**config.mk**
```make
export PLATFORM = sky130hd
export DESIGN_NAME = ilcd_top
export DESIGN_NICKNAME = d
export VERILOG_FILES = /design/src/pkg/ilcd_pkg.sv /design/src/verilog/ilcd_top.sv
export SDC_FILE = /design/constraint.sdc
export NUM_CORES = 1
export LEC_CHECK = 0
export ABC_AREA = 0
export BUFFER_PORTS_ARGS = -buffer_cell sky130_fd_sc_hd__buf_2
export CAP_MARGIN = 20
export CORE_UTILIZATION = 35
export DETAILED_ROUTE_END_ITERATION = 8
export GPL_ROUTABILITY_DRIVEN = 1
export GPL_TIMING_DRIVEN = 0
export HOLD_SLACK_MARGIN = 0.15
export SKIP_LAST_GASP = 1
export SLEW_MARGIN = 30
export SYNTH_ARGS = -nofsm -noshare
export SYNTH_HDL_FRONTEND = slang
export SYNTH_SLANG_ARGS = --single-unit
```
**constraint.sdc**
```tcl
create_clock -name clk_i -period 3.7 [get_ports clk_i]
set_input_delay 0 -clock clk_i [delete_from_list [all_inputs] [get_ports clk_i]]
set_output_delay 0 -clock clk_i [all_outputs]
set_load 0.02 [all_outputs]
```
**src/pkg/ilcd_pkg.sv**
```systemverilog
package ilcd_pkg;
    // Word indices; byte address is four times the index
    localparam logic [5:0] IDX_RX_INFO_TWO = 6'h09;
    localparam logic [5:0] IDX_LEN_CTRL    = 6'h0a;
    localparam logic [5:0] IDX_TX_PAT_LOW  = 6'h0b;
    localparam logic [5:0] IDX_TX_PAT_HIGH = 6'h0c;
    localparam logic [5:0] IDX_UP_PAT_LOW  = 6'h0d;
    localparam logic [5:0] IDX_UP_PAT_HIGH = 6'h0e;
    localparam logic [5:0] IDX_DN_PAT_LOW  = 6'h0f;
    localparam logic [5:0] IDX_DN_PAT_HIGH = 6'h10;
    localparam logic [5:0] IDX_CTRL        = 6'h20;
    localparam logic [5:0] IDX_INT_STATUS  = 6'h21;
    localparam logic [5:0] IDX_INT_CLEAR   = 6'h22;
    localparam logic [5:0] IDX_INT_ENABLE  = 6'h23;

    // Field positions
    localparam int LEN_TX_POS   = 6;
    localparam int LEN_UP_POS   = 3;
    localparam int LEN_DN_POS   = 0;
    localparam int CTRL_TX_EN   = 0;
    localparam int CTRL_ARL_EN  = 1;
    localparam int CTRL_E1      = 2;
    localparam int INFO_LVL_POS = 4;
    localparam int INFO_ARL     = 1;
    localparam int INFO_SEC     = 0;
    localparam int INT_UP       = 0;
    localparam int INT_DN       = 1;
    localparam int INT_SEC      = 2;
    localparam int INT_ARL      = 3;
    localparam int INT_W        = 4;

    // Values after reset
    localparam logic [7:0]       LEN_CTRL_RST = 8'h00;
    localparam logic [7:0]       CTRL_RST     = 8'h00;
    localparam logic [7:0]       PAT_RST      = 8'h00;
    localparam logic [INT_W-1:0] INT_EN_RST   = 4'h0;

    // Timing
    localparam int RATE_T1_HZ    = 1544000;
    localparam int RATE_E1_HZ    = 2048000;
    localparam int INTEG_TIME_MS = 48;
    localparam int MS_PER_S      = 1000;
    localparam logic [2:0] ARL_TIME_S = 3'h5;

    // Error tolerance: mismatches allowed per block of received bits
    localparam logic [6:0] ERR_BLOCK_LAST = 7'h7f;
    localparam logic [3:0] ERR_LIMIT      = 4'h4;

    typedef enum logic [0:0] {
        ILCD_HUNT = 1'b0,
        ILCD_LOCK = 1'b1
    } ilcd_det_state_t;
endpackage

```
**src/verilog/ilcd_top.sv**
```systemverilog
// Chosen here: the APB register port.
`timescale 1ns/10ps
module ilcd_top #(
    parameter int SEC_COUNT_T1   = ilcd_pkg::RATE_T1_HZ,
    parameter int SEC_COUNT_E1   = ilcd_pkg::RATE_E1_HZ,
    parameter int INTEG_COUNT_T1 =
        ilcd_pkg::RATE_T1_HZ / ilcd_pkg::MS_PER_S * ilcd_pkg::INTEG_TIME_MS,
    parameter int INTEG_COUNT_E1 =
        ilcd_pkg::RATE_E1_HZ / ilcd_pkg::MS_PER_S * ilcd_pkg::INTEG_TIME_MS
) (
    input  wire logic        clk_i,
    input  wire logic        resetn_i,
    input  wire logic        psel_i,
    input  wire logic        penable_i,
    input  wire logic        pwrite_i,
    input  wire logic [7:0]  paddr_i,
    input  wire logic [31:0] pwdata_i,
    output logic      [31:0] prdata_o,
    output logic             pready_o,
    output logic             pslverr_o,
    input  wire logic        rx_bit_clk_i,
    input  wire logic        rx_data_i,
    input  wire logic [3:0]  rx_level_i,
    input  wire logic        tx_bit_clk_i,
    output logic             tx_code_o,
    output logic             tx_insert_o,
    output logic             remote_loopback_o,
    output logic             irq_o
);
    import ilcd_pkg::*;

    localparam logic [23:0] SEC_LAST_T1   = 24'(SEC_COUNT_T1 - 1);
    localparam logic [23:0] SEC_LAST_E1   = 24'(SEC_COUNT_E1 - 1);
    localparam logic [23:0] INTEG_LAST_T1 = 24'(INTEG_COUNT_T1 - 1);
    localparam logic [23:0] INTEG_LAST_E1 = 24'(INTEG_COUNT_E1 - 1);
    logic [7:0]       len_ctrl;
    logic [7:0]       ctrl;
    logic [7:0]       tx_pat_low;
    logic [7:0]       tx_pat_high;
    logic [7:0]       det_pat_low  [2];
    logic [7:0]       det_pat_high [2];
    logic [INT_W-1:0] int_status;
    logic [INT_W-1:0] int_enable;
    logic [INT_W-1:0] int_set;
    logic             sec_flag;
    logic             arl_flag;
    logic [2:0]       arl_cnt;
    logic [23:0]      sec_cnt;
    logic             sec_tick;
    logic [2:0]       rx_clk_sync;
    logic [1:0]       rx_dat_sync;
    logic [3:0]       lvl_meta;
    logic [3:0]       lvl_sync;
    logic [2:0]       tx_clk_sync;
    logic [4:0]       tx_phase;
    logic [4:0]       tx_len;
    logic [1:0]       det_lock;
    logic             rx_stb;
    logic             tx_stb;
    logic             acc_done;
    logic             wr_en;
    logic             rd_info;
    logic [5:0]       widx;
    logic [31:0]      next_prdata;
    logic             next_slverr;
    logic [15:0]      tx_pattern;
    // Pins sampled by two flops before any logic looks at them
    always_ff @(posedge clk_i) begin
        if (!resetn_i) begin
            rx_clk_sync <= 3'h0;
            rx_dat_sync <= 2'h0;
            tx_clk_sync <= 3'h0;
            lvl_meta    <= 4'h0;
            lvl_sync    <= 4'h0;
        end else begin
            rx_clk_sync <= {rx_clk_sync[1:0], rx_bit_clk_i};
            rx_dat_sync <= {rx_dat_sync[0], rx_data_i};
            tx_clk_sync <= {tx_clk_sync[1:0], tx_bit_clk_i};
            lvl_meta    <= rx_level_i;
            lvl_sync    <= lvl_meta;
        end
    end

    assign rx_stb = rx_clk_sync[1] & ~rx_clk_sync[2];
    assign tx_stb = tx_clk_sync[1] & ~tx_clk_sync[2];
    // APB: answer prepared in setup, access completes one cycle later
    assign acc_done = psel_i & penable_i & pready_o;
    assign wr_en    = acc_done & pwrite_i & ~pslverr_o;
    assign rd_info  = acc_done & ~pwrite_i & (paddr_i[7:2] == IDX_RX_INFO_TWO);
    assign widx     = paddr_i[7:2];

    always_comb begin
        next_prdata = 32'h0;
        next_slverr = 1'b0;
        case (widx)
            IDX_RX_INFO_TWO: next_prdata[7:0] = {lvl_sync, 2'b00, arl_flag, sec_flag};
            IDX_LEN_CTRL:    next_prdata[7:0] = len_ctrl;
            IDX_TX_PAT_LOW:  next_prdata[7:0] = tx_pat_low;
            IDX_TX_PAT_HIGH: next_prdata[7:0] = tx_pat_high;
            IDX_UP_PAT_LOW:  next_prdata[7:0] = det_pat_low[0];
            IDX_UP_PAT_HIGH: next_prdata[7:0] = det_pat_high[0];
            IDX_DN_PAT_LOW:  next_prdata[7:0] = det_pat_low[1];
            IDX_DN_PAT_HIGH: next_prdata[7:0] = det_pat_high[1];
            IDX_CTRL:        next_prdata[7:0] = ctrl;
            IDX_INT_STATUS:  next_prdata[INT_W-1:0] = int_status;
            IDX_INT_CLEAR:   next_prdata = 32'h0;
            IDX_INT_ENABLE:  next_prdata[INT_W-1:0] = int_enable;
            default:         next_slverr = 1'b1;
        endcase
    end

    always_ff @(posedge clk_i) begin
        if (!resetn_i) begin
            prdata_o  <= 32'h0;
            pready_o  <= 1'b0;
            pslverr_o <= 1'b0;
        end else begin
            pready_o  <= psel_i & ~penable_i;
            pslverr_o <= psel_i & ~penable_i & next_slverr;
            prdata_o  <= (psel_i & ~penable_i & ~pwrite_i) ? next_prdata : 32'h0;
        end
    end

    always_ff @(posedge clk_i) begin
        if (!resetn_i) begin
            len_ctrl        <= LEN_CTRL_RST;
            ctrl            <= CTRL_RST;
            tx_pat_low      <= PAT_RST;
            tx_pat_high     <= PAT_RST;
            det_pat_low[0]  <= PAT_RST;
            det_pat_high[0] <= PAT_RST;
            det_pat_low[1]  <= PAT_RST;
            det_pat_high[1] <= PAT_RST;
            int_enable      <= INT_EN_RST;
        end else if (wr_en) begin
            case (widx)
                IDX_LEN_CTRL:    len_ctrl        <= pwdata_i[7:0];
                IDX_TX_PAT_LOW:  tx_pat_low      <= pwdata_i[7:0];
                IDX_TX_PAT_HIGH: tx_pat_high     <= pwdata_i[7:0];
                IDX_UP_PAT_LOW:  det_pat_low[0]  <= pwdata_i[7:0];
                IDX_UP_PAT_HIGH: det_pat_high[0] <= pwdata_i[7:0];
                IDX_DN_PAT_LOW:  det_pat_low[1]  <= pwdata_i[7:0];
                IDX_DN_PAT_HIGH: det_pat_high[1] <= pwdata_i[7:0];
                IDX_CTRL:        ctrl            <= pwdata_i[7:0];
                IDX_INT_ENABLE:  int_enable      <= pwdata_i[INT_W-1:0];
                default:         ctrl            <= ctrl;
            endcase
        end
    end

    // second counter on recovered clock, restarts at tick
    always_ff @(posedge clk_i) begin
        if (!resetn_i) begin
            sec_cnt  <= 24'h0;
            sec_tick <= 1'b0;
        end else begin
            sec_tick <= 1'b0;
            if (rx_stb) begin
                if (sec_cnt >= (ctrl[CTRL_E1] ? SEC_LAST_E1 : SEC_LAST_T1)) begin
                    sec_cnt  <= 24'h0;
                    sec_tick <= 1'b1;
                end else begin
                    sec_cnt <= sec_cnt + 24'h1;
                end
            end
        end
    end

    // read clears reported tick; a tick after setup survives
    always_ff @(posedge clk_i) begin
        if (!resetn_i) begin
            sec_flag <= 1'b0;
        end else if (sec_tick) begin
            sec_flag <= 1'b1;
        end else if (rd_info && prdata_o[INFO_SEC]) begin
            sec_flag <= 1'b0;
        end
    end

    // Lengths 2, 4 and 8 share the 16-bit shape; shorter codes repeat in it
    always_comb begin
        case (len_ctrl[LEN_TX_POS +: 2])
            2'b00:   tx_len = 5'd5;
            2'b01:   tx_len = 5'd6;
            2'b10:   tx_len = 5'd7;
            default: tx_len = 5'd16;
        endcase
    end

    // first bit is low register MSB
    assign tx_pattern = {tx_pat_low, tx_pat_high};
    // insert code while enabled, one bit per transmit clock
    always_ff @(posedge clk_i) begin
        if (!resetn_i) begin
            tx_phase    <= 5'h0;
            tx_code_o   <= 1'b0;
            tx_insert_o <= 1'b0;
        end else if (!ctrl[CTRL_TX_EN]) begin
            tx_phase    <= 5'h0;
            tx_code_o   <= 1'b0;
            tx_insert_o <= 1'b0;
        end else begin
            tx_insert_o <= 1'b1;
            if (tx_stb) begin
                tx_code_o <= tx_pattern[4'(5'd15 - tx_phase)];
                tx_phase  <= (tx_phase >= tx_len - 5'd1) ? 5'h0 : tx_phase + 5'h1;
            end
        end
    end

    // one detector per code, each with its own settings
    for (genvar g = 0; g < 2; g++) begin : g_det
        ilcd_det_state_t state;
        logic [2:0]      len_f;
        logic [4:0]      len;
        logic [15:0]     pat;
        logic [4:0]      phase;
        logic [23:0]     integ;
        logic [6:0]      blk;
        logic [3:0]      err;
        logic            miss;
        logic            fail;

        assign len_f = (g == 0) ? len_ctrl[LEN_UP_POS +: 3] : len_ctrl[LEN_DN_POS +: 3];
        // 111 selects 16, which also covers 8
        assign len   = (len_f == 3'h7) ? 5'd16 : {2'b00, len_f} + 5'd1;
        // only the first len bits are compared
        assign pat   = {det_pat_low[g], det_pat_high[g]};
        assign miss  = rx_dat_sync[1] != pat[4'(5'd15 - phase)];
        // a few misses per block are tolerated
        assign fail  = (err + {3'b000, miss}) > ERR_LIMIT;

        always_ff @(posedge clk_i) begin
            if (!resetn_i) begin
                state <= ILCD_HUNT;
                phase <= 5'h0;
                integ <= 24'h0;
                blk   <= 7'h0;
                err   <= 4'h0;
            end else if (rx_stb) begin
                if (fail) begin
                    // restart integration, hold phase to slip one bit
                    state <= ILCD_HUNT;
                    integ <= 24'h0;
                    blk   <= 7'h0;
                    err   <= 4'h0;
                end else begin
                    phase <= (phase >= len - 5'd1) ? 5'h0 : phase + 5'h1;
                    blk   <= blk + 7'h1;
                    err   <= (blk == ERR_BLOCK_LAST) ? 4'h0 : err + {3'b000, miss};
                    case (state)
                        ILCD_HUNT: begin
                            if (integ >= (ctrl[CTRL_E1] ? INTEG_LAST_E1 : INTEG_LAST_T1)) begin
                                state <= ILCD_LOCK;
                            end else begin
                                integ <= integ + 24'h1;
                            end
                        end
                        ILCD_LOCK: state <= ILCD_LOCK;
                        default:   state <= ILCD_HUNT;
                    endcase
                end
            end
        end
        assign det_lock[g] = (state == ILCD_LOCK);
    end

    // whole seconds of continuous code move the flag
    always_ff @(posedge clk_i) begin
        if (!resetn_i) begin
            arl_flag <= 1'b0;
            arl_cnt  <= 3'h0;
        end else if (!ctrl[CTRL_ARL_EN]) begin
            arl_flag <= 1'b0;
            arl_cnt  <= 3'h0;
        end else if (!det_lock[arl_flag]) begin
            arl_cnt <= 3'h0;
        end else if (sec_tick) begin
            if (arl_cnt >= ARL_TIME_S - 3'h1) begin
                arl_flag <= ~arl_flag;
                arl_cnt  <= 3'h0;
            end else begin
                arl_cnt <= arl_cnt + 3'h1;
            end
        end
    end

    always_comb begin
        int_set          = '0;
        // up and down bits set on every cycle their detector is locked
        int_set[INT_UP]  = det_lock[0];
        int_set[INT_DN]  = det_lock[1];
        int_set[INT_SEC] = sec_tick;
        int_set[INT_ARL] = arl_flag != remote_loopback_o;
    end
    // Sticky status; write-one clear, a new event wins over the clear
    always_ff @(posedge clk_i) begin
        if (!resetn_i) begin
            int_status <= '0;
        end else if (wr_en && widx == IDX_INT_CLEAR) begin
            int_status <= (int_status & ~pwdata_i[INT_W-1:0]) | int_set;
        end else begin
            int_status <= int_status | int_set;
        end
    end

    always_ff @(posedge clk_i) begin
        if (!resetn_i) begin
            irq_o             <= 1'b0;
            remote_loopback_o <= 1'b0;
        end else begin
            irq_o             <= |(int_status & int_enable);
            remote_loopback_o <= arl_flag;
        end
    end
endmodule

```
# Word-level counts from Yosys, hierarchy flattened
# Memories as Yosys holds them, arrays and structs flattened.
# Index checks and enable logic that the tools add are counted.
# W data, S select, Z words.
[totals]
reg_bits = 211
latchBits = 0
ramBits = 32
mem_bits_ro = 0
input_bits = 52
output_inout_bits = 38
word_cells = 210
mem_count = 2
[classes]
n_addsub = 19
mul = 0
div_mod_pow = 0
order_cmp = 13
eq_ne = 25
shifts = 0
mux = 65
bitwise = 30
n_reduce_logical = 21
[memory_table]
columns = ["name", "words", "width", "rd", "rd_clocked_by_memory_dff", "wr", "line", "rtl"]
rows = [
  ["det_pat_high", 2, 8, 2, 0, 2, "ilcd_top.sv:41", "logic [7:0] det_pat_high [2];"],
  ["det_pat_low", 2, 8, 2, 0, 2, "ilcd_top.sv:40", "logic [7:0] det_pat_low [2];"],
]
[op_table]
columns = ["cell", "n"]
rows = [
  ["$mux W24", 7],
  ["$add A24 B1 Y24 const B", 3],
  ["$pmux W4 S11", 1],
  ["$eq A6 B4 Y1 const B", 7],
  ["$pmux W4 S9", 1],
  ["$mux W8", 4],
  ["$mux W1", 31],
  ["$mux W5", 5],
  ["$eq A6 B6 Y1 const B", 4],
  ["$ge A24 B17 Y1", 1],
  ["$ge A24 B21 Y1", 1],
  ["$ge A24 B24 Y1", 1],
  ["$reduce_and A2 Y1", 11],
  ["$mux W20", 1],
  ["$mux W4", 5],
  ["$add A5 B1 Y5 const B", 3],
  ["$ge A5 B5 Y1", 3],
  ["$lt A4 B5 Y1 const B", 3],
  ["$mux W15", 1],
  ["$pmux W5 S3", 1],
  ["$sub A5 B1 Y5 const B", 3],
  ["$add A7 B1 Y7 const B", 2],
  ["$eq A7 B7 Y1 const B", 2],
  ["$mux W7", 2],
  ["other kinds (29)", 70],
]

# Longest topological paths before layout
[depth]
depth_word = 8
depth_mapped = 13

# Least setup slack after synthesis
# No wires, ideal clock.
[synth_timing]
kind = "register to register"
from = "reg g_det[1].phase[2]"
to = "reg g_det[1].integ[12]"
setup_ps = 74
t_arrival_ps = 3545
required_ps = 3626
slack_ps = 81
stages_incl_launch_ff = 12
synth_period_minus_slack_ps = 3619
path_cell_list = "dfxtp_1 -> clkbuf_1 -> mux4_2 -> mux4_2 -> xor2_1 -> ha_1 -> ha_1 -> o21ai_0 -> nand3_1 -> or3_4 -> or3_1 -> o21ai_0"
[synth_via]
elab_chain_cells = 8
word_cells_on_any_way = 10
cone_classes = "2 x add/sub; 1 x order compare; 3 x eq/ne; 3 x mux; 1 x reduce/logical"
[synth_rtl]
columns = ["element", "line", "rtl"]
rows = [
  ["from (decl)", "ilcd_top.sv:217", "logic [4:0] phase;"],
  ["from (signal assigned)", "ilcd_top.sv:248", "phase <= (phase >= len - 5'd1) ? 5'h0 : phase + 5'h1;"],
  ["$sub A4 B4 Y4 *", "ilcd_top.sv:229", "assign miss = rx_dat_sync[1] != pat[4'(5'd15 - phase)];"],
  ["$bmux W1 S4 *", "ilcd_top.sv:229", ""],
  ["$mux W1 (not written as such) *", "ilcd_top.sv:229", ""],
  ["$ne A1 B1 Y1 *", "ilcd_top.sv:229", ""],
  ["$add A4 B1 Y4 *", "ilcd_top.sv:231", "assign fail = (err + {3'b000, miss}) > ERR_LIMIT;"],
  ["$gt A4 B3 Y1 *", "ilcd_top.sv:231", ""],
  ["$ne A2 B2 Y1 (no source line) / $ne A2 B1 Y1 (equally long branches)", "--", ""],
  ["$reduce_and A3 Y1 (no source line)", "--", ""],
  ["to (signal assigned)", "ilcd_top.sv:256", "integ <= integ + 24'h1;"],
  ["to (decl)", "ilcd_top.sv:218", "logic [23:0] integ;"],
]
# Every way passes the cells marked *; elsewhere a longest branch is shown, timed or not. The select of a mux whose other input is x is not followed.
# A chain may end at the register's enable or synchronous reset.

# Final worst setup path
# Same ends and word-level chain as after synthesis.

==> results.yml <==
routing:
  wl_met1_um: 12200
  drt_wl_total_um: 26900
  route.met2.wl_um: 12200
  routed.top_layer: "met4"
  wire_per_inst_um: 16.2
  ant_nets: 0
  vias: 8601
  drt_iter0_drc: 528
  drc: 0
  first_pass_iters: 5
  viasPerCell: 5.18
  wl_met3_um: 1780
cts:
  clock_latency_ps: 520
  numCtsBuffers: 24
  cts_root_buffer: "clkbuf_16"
  cts_tree: "yes"
  cts_sinks: 219
  cts.clk_slew.worst_paths_ps: 60
  h-tree-depth: 1
  cts_buffer_depth: 3
cells_and_area:
  final-seq-area_um2: 4700
  final_common_cell: "dfxtp_1"
  nFillCells: 2917
  fin_area_um2: 12700
  nets: 1358
  antenna_cells: 0
  drive_gt1_frac: 0.120
  area_growth_syn_to_layout_pct: 18.9
  multi_input_comb_area_um2: 5640
  layout_common_cells: "187 x dfxtp_1, 120 x nor2_1, 105 x nand2_1"
place:
  dpl_cell_area_um2: 11400
  numPortBuffers: 36
  gp_congestion: 0.918
  dp_hpwl_um: 19200
  post-place-ws_ps: -501
worst_setup_path:
  r2r_cells: 11
  cp_slowest_cell: "mux4_2"
  critPathLaunchType: "register"
  rr_startpoint: "g_det[1].phase[2]$_SDFFE_PN0P_"
  critPathMaxStageDelay_ps: 540
  crit_required_ps: 4150
  crit_fanout: 7
  crit_chain: "clkbuf_4 -> mux4_2 -> mux4_2 -> xor2_1 -> ha_1 -> ha_1 -> o21ai_4 -> nand3_2 -> or3_4 -> or3_1 -> o21ai_0"
  arrival_ps: 4090
  path_class: "register to register"
  cp-end-kind: "register"
  r2r-end: "g_det[1].integ[12]$_SDFFE_PN0P_"
  rrSetupSlack_ps: 60
timing:
  fmax_mhz: 275
  hold_viol: 0
  setup-violations-final: 0
  hold_slack_ps: 195
  min_period_over_period: 0.983
  rsz0062_at_grt: "true"
  final.min_clock_period_ps: 3640
  slew_violations: 0
  setup_ws_ps: 61.3
  slew_headroom: 0.364
  tightestPinTransition_ps: 947
  skew_ps: 8.29
synthesis:
  synth_fa_ha_area_frac: 0.0623
  ys_ff_latch: 219
  seq_area_frac_synth: 0.442
  synthMuxAreaShare: 0.0555
  synth_top_family_by_area: "simple AND/OR/NAND/NOR gates"
  synth_cell_types: 67
  syn_avg_cell_area_um2: 9.34
  yosysWarningCount: 0
  synthArstFlopShare: 0
  synthXorXnorAreaFrac: 0.0593
  synth_simple_gate_area_frac: 0.229
  synth_flop_cell: "dfxtp_1"
  syn_area_um2: 10600
  synth-compound-area-share: 0.108
  synthCells: 1140
  synth_edf_count: 32
floorplanning:
  die_area_um2: 31100
  ios: 90
  fp.coreArea_um2: 29800
  rows: 63
  dieWidth_um: 176
  initial_core_util: 0.357
  die_h_um: 176
global_routing:
  grt_pass1_vias: 8187
  grt_max_degree: 18
  grt_use_total: 0.174
  grt_pass1_wl_um: 43200
  antenna_found_initial: 0
  overflow: 0
power_and_ir_drop:
  pwr_density_cell_nw_per_um2: 423
  vdd_ir_drop_max_mv: 0.380
  power.leakage_nw: 4.82
  p_total_mw: 5.35
flow_run:
  maxCapViolations: 0
worst_hold_path:
  min_to: "prdata_o[2]$_SDFF_PN0_"
  hp-class: "input port to register"
  min-delay-start: "paddr_i[2]"
  worstHoldPathCells: 5
run_status:
  status: "finished clean"
## kinds of logic (layout without fill, tap and decap cells)
family / after synthesis / in the layout
simple gates: 484 / 484
flops: 219 / 219
compound gates: 172 / 172
buf+inv: 99 / 207
xor+xnor: 72 / 72
fa+ha+maj: 53 / 53
mux: 40 / 40
other cells: 1 / 24
## repair_timing
| action | 4_1_cts | 5_1_grt |
|---|---|---|
| endpoints found under the setup margin | 67 | 52 |
| hold endpoints to repair | 102 | 0 |
| hold buffers | 25 | 0 |
| pin swaps | 1 | 1 |
| resized for setup | 11 | 13 |
| setup buffers | 3 | 1 |
## per-layer routing
| metal | vias to the layer above | track usage |
|---|---|---|
| met1 | 4025 | 0.232 |
| met5 | - | 0 |
| met2 | 264 | 0.283 |
| met3 | 47 | 0.0347 |
| li1 | 4265 | - |
| met4 | 0 | 0.0535 |
## worst max path at each step
stage / startpoint / to / slack, ps / cells after the start
finish: g_det[1].phase[2]$_SDFFE_PN0P_ / g_det[1].integ[12]$_SDFFE_PN0P_ / 60 / 11
global route: g_det[1].phase[2]$_SDFFE_PN0P_ / g_det[1].integ[12]$_SDFFE_PN0P_ / -100 / 11
CTS: g_det[1].phase[2]$_SDFFE_PN0P_ / g_det[1].integ[12]$_SDFFE_PN0P_ / -20 / 12
detailed placement: g_det[1].phase[2]$_SDFFE_PN0P_ / g_det[1].integ[12]$_SDFFE_PN0P_ / -500 / 11
global placement: g_det[0].phase[2]$_SDFFE_PN0P_ / g_det[0].err[2]$_SDFFE_PN0P_ / -940 / 12
floorplan: g_det[1].phase[2]$_SDFFE_PN0P_ / g_det[1].integ[12]$_SDFFE_PN0P_ / 80 / 11
## synth_stat cells (3+ instances only)
cell type | number | area, µm²
clkbuf_1 | 46 | 173
nor4_1 | 12 | 75.1
or4_1 | 8 | 60.1
a21oi_1 | 54 | 270
o21ai_0 | 29 | 145
a31oi_1 | 9 | 56.3
buf_1 | 4 | 15.0
or3_1 | 4 | 25.0
and4_1 | 5 | 43.8
nor3b_1 | 4 | 30.0
o21a_1 | 6 | 45.0
nand3_1 | 69 | 345
o211ai_1 | 4 | 30.0
dfxtp_1 | 187 | 3740
edfxtp_1 | 32 | 961
and2_1 | 44 | 275
mux4_2 | 15 | 338
nand4_1 | 29 | 181
mux2i_1 | 23 | 230
a311oi_1 | 3 | 26.3
inv_1 | 23 | 86.3
and3_1 | 26 | 163
a22o_1 | 5 | 43.8
a41oi_1 | 4 | 35.0
nor3_1 | 20 | 100
ha_1 | 53 | 663
xor2_1 | 41 | 359
a221oi_1 | 9 | 78.8
nor2b_1 | 7 | 43.8
xnor2_1 | 31 | 272
a21o_1 | 13 | 97.6
a221o_1 | 4 | 40.0
a22oi_1 | 12 | 90.1
nor2_1 | 120 | 450
buf_4 | 24 | 180
nand2b_1 | 9 | 56.3
nand2_1 | 105 | 394
or2_2 | 5 | 31.3
nor4b_1 | 6 | 52.6
## stage by stage
stage | TNS (ps) | utilization | std cells
floorplan | 0 | - | 1163
global placement | -24080 | 0.383 | 1589
detailed placement | -20880 | 0.383 | 1589
CTS | -16.1 | 0.423 | 1661
global route | -277 | 0.425 | 1661
finish | 0 | 0.425 | 1661
## registers in the layout, indices dropped and copies added, names as in the netlist, 10 cells and up
signal / count
g_det.integ: 48
g_det.phase: 10
sec_cnt: 24
g_det.blk: 14
det_pat_low: 16
det_pat_high: 16
## cell type report
| cell class | instances | share of cell area |
|---|---|---|
| buffer | 75 | 0.0306 |
| clock buffer | 38 | 0.0620 |
| clock inverter | 6 | 0.00811 |
| inverter | 23 | 0.00682 |
| multi-input combinational | 845 | 0.446 |
| sequential | 219 | 0.372 |
| tap | 390 | 0.0386 |
| timing repair buffer | 65 | 0.0364 |
## power by group
| group | total, mW | switching, mW | internal [mW] |
|---|---|---|---|
| registers | 2.46 | 0.0192 | 2.44 |
| logic | 0.270 | 0.171 | 0.0994 |
| clock network | 2.62 | 0.970 | 1.65 |
| total | 5.35 | 1.16 | 4.19 |
## worst max-delay path, delay by kind of cell (launching register included)
kind	cells	cell delay (ps)
adders and majority gates	2	530
and+or+nand+nor	3	960
DFF	1	330
AOI/OAI and AO/OA	2	300
xor gates and xnor gates	1	170
muxes	2	1060
buffers and inverters	1	220
(Power assumes the default switching activity.)
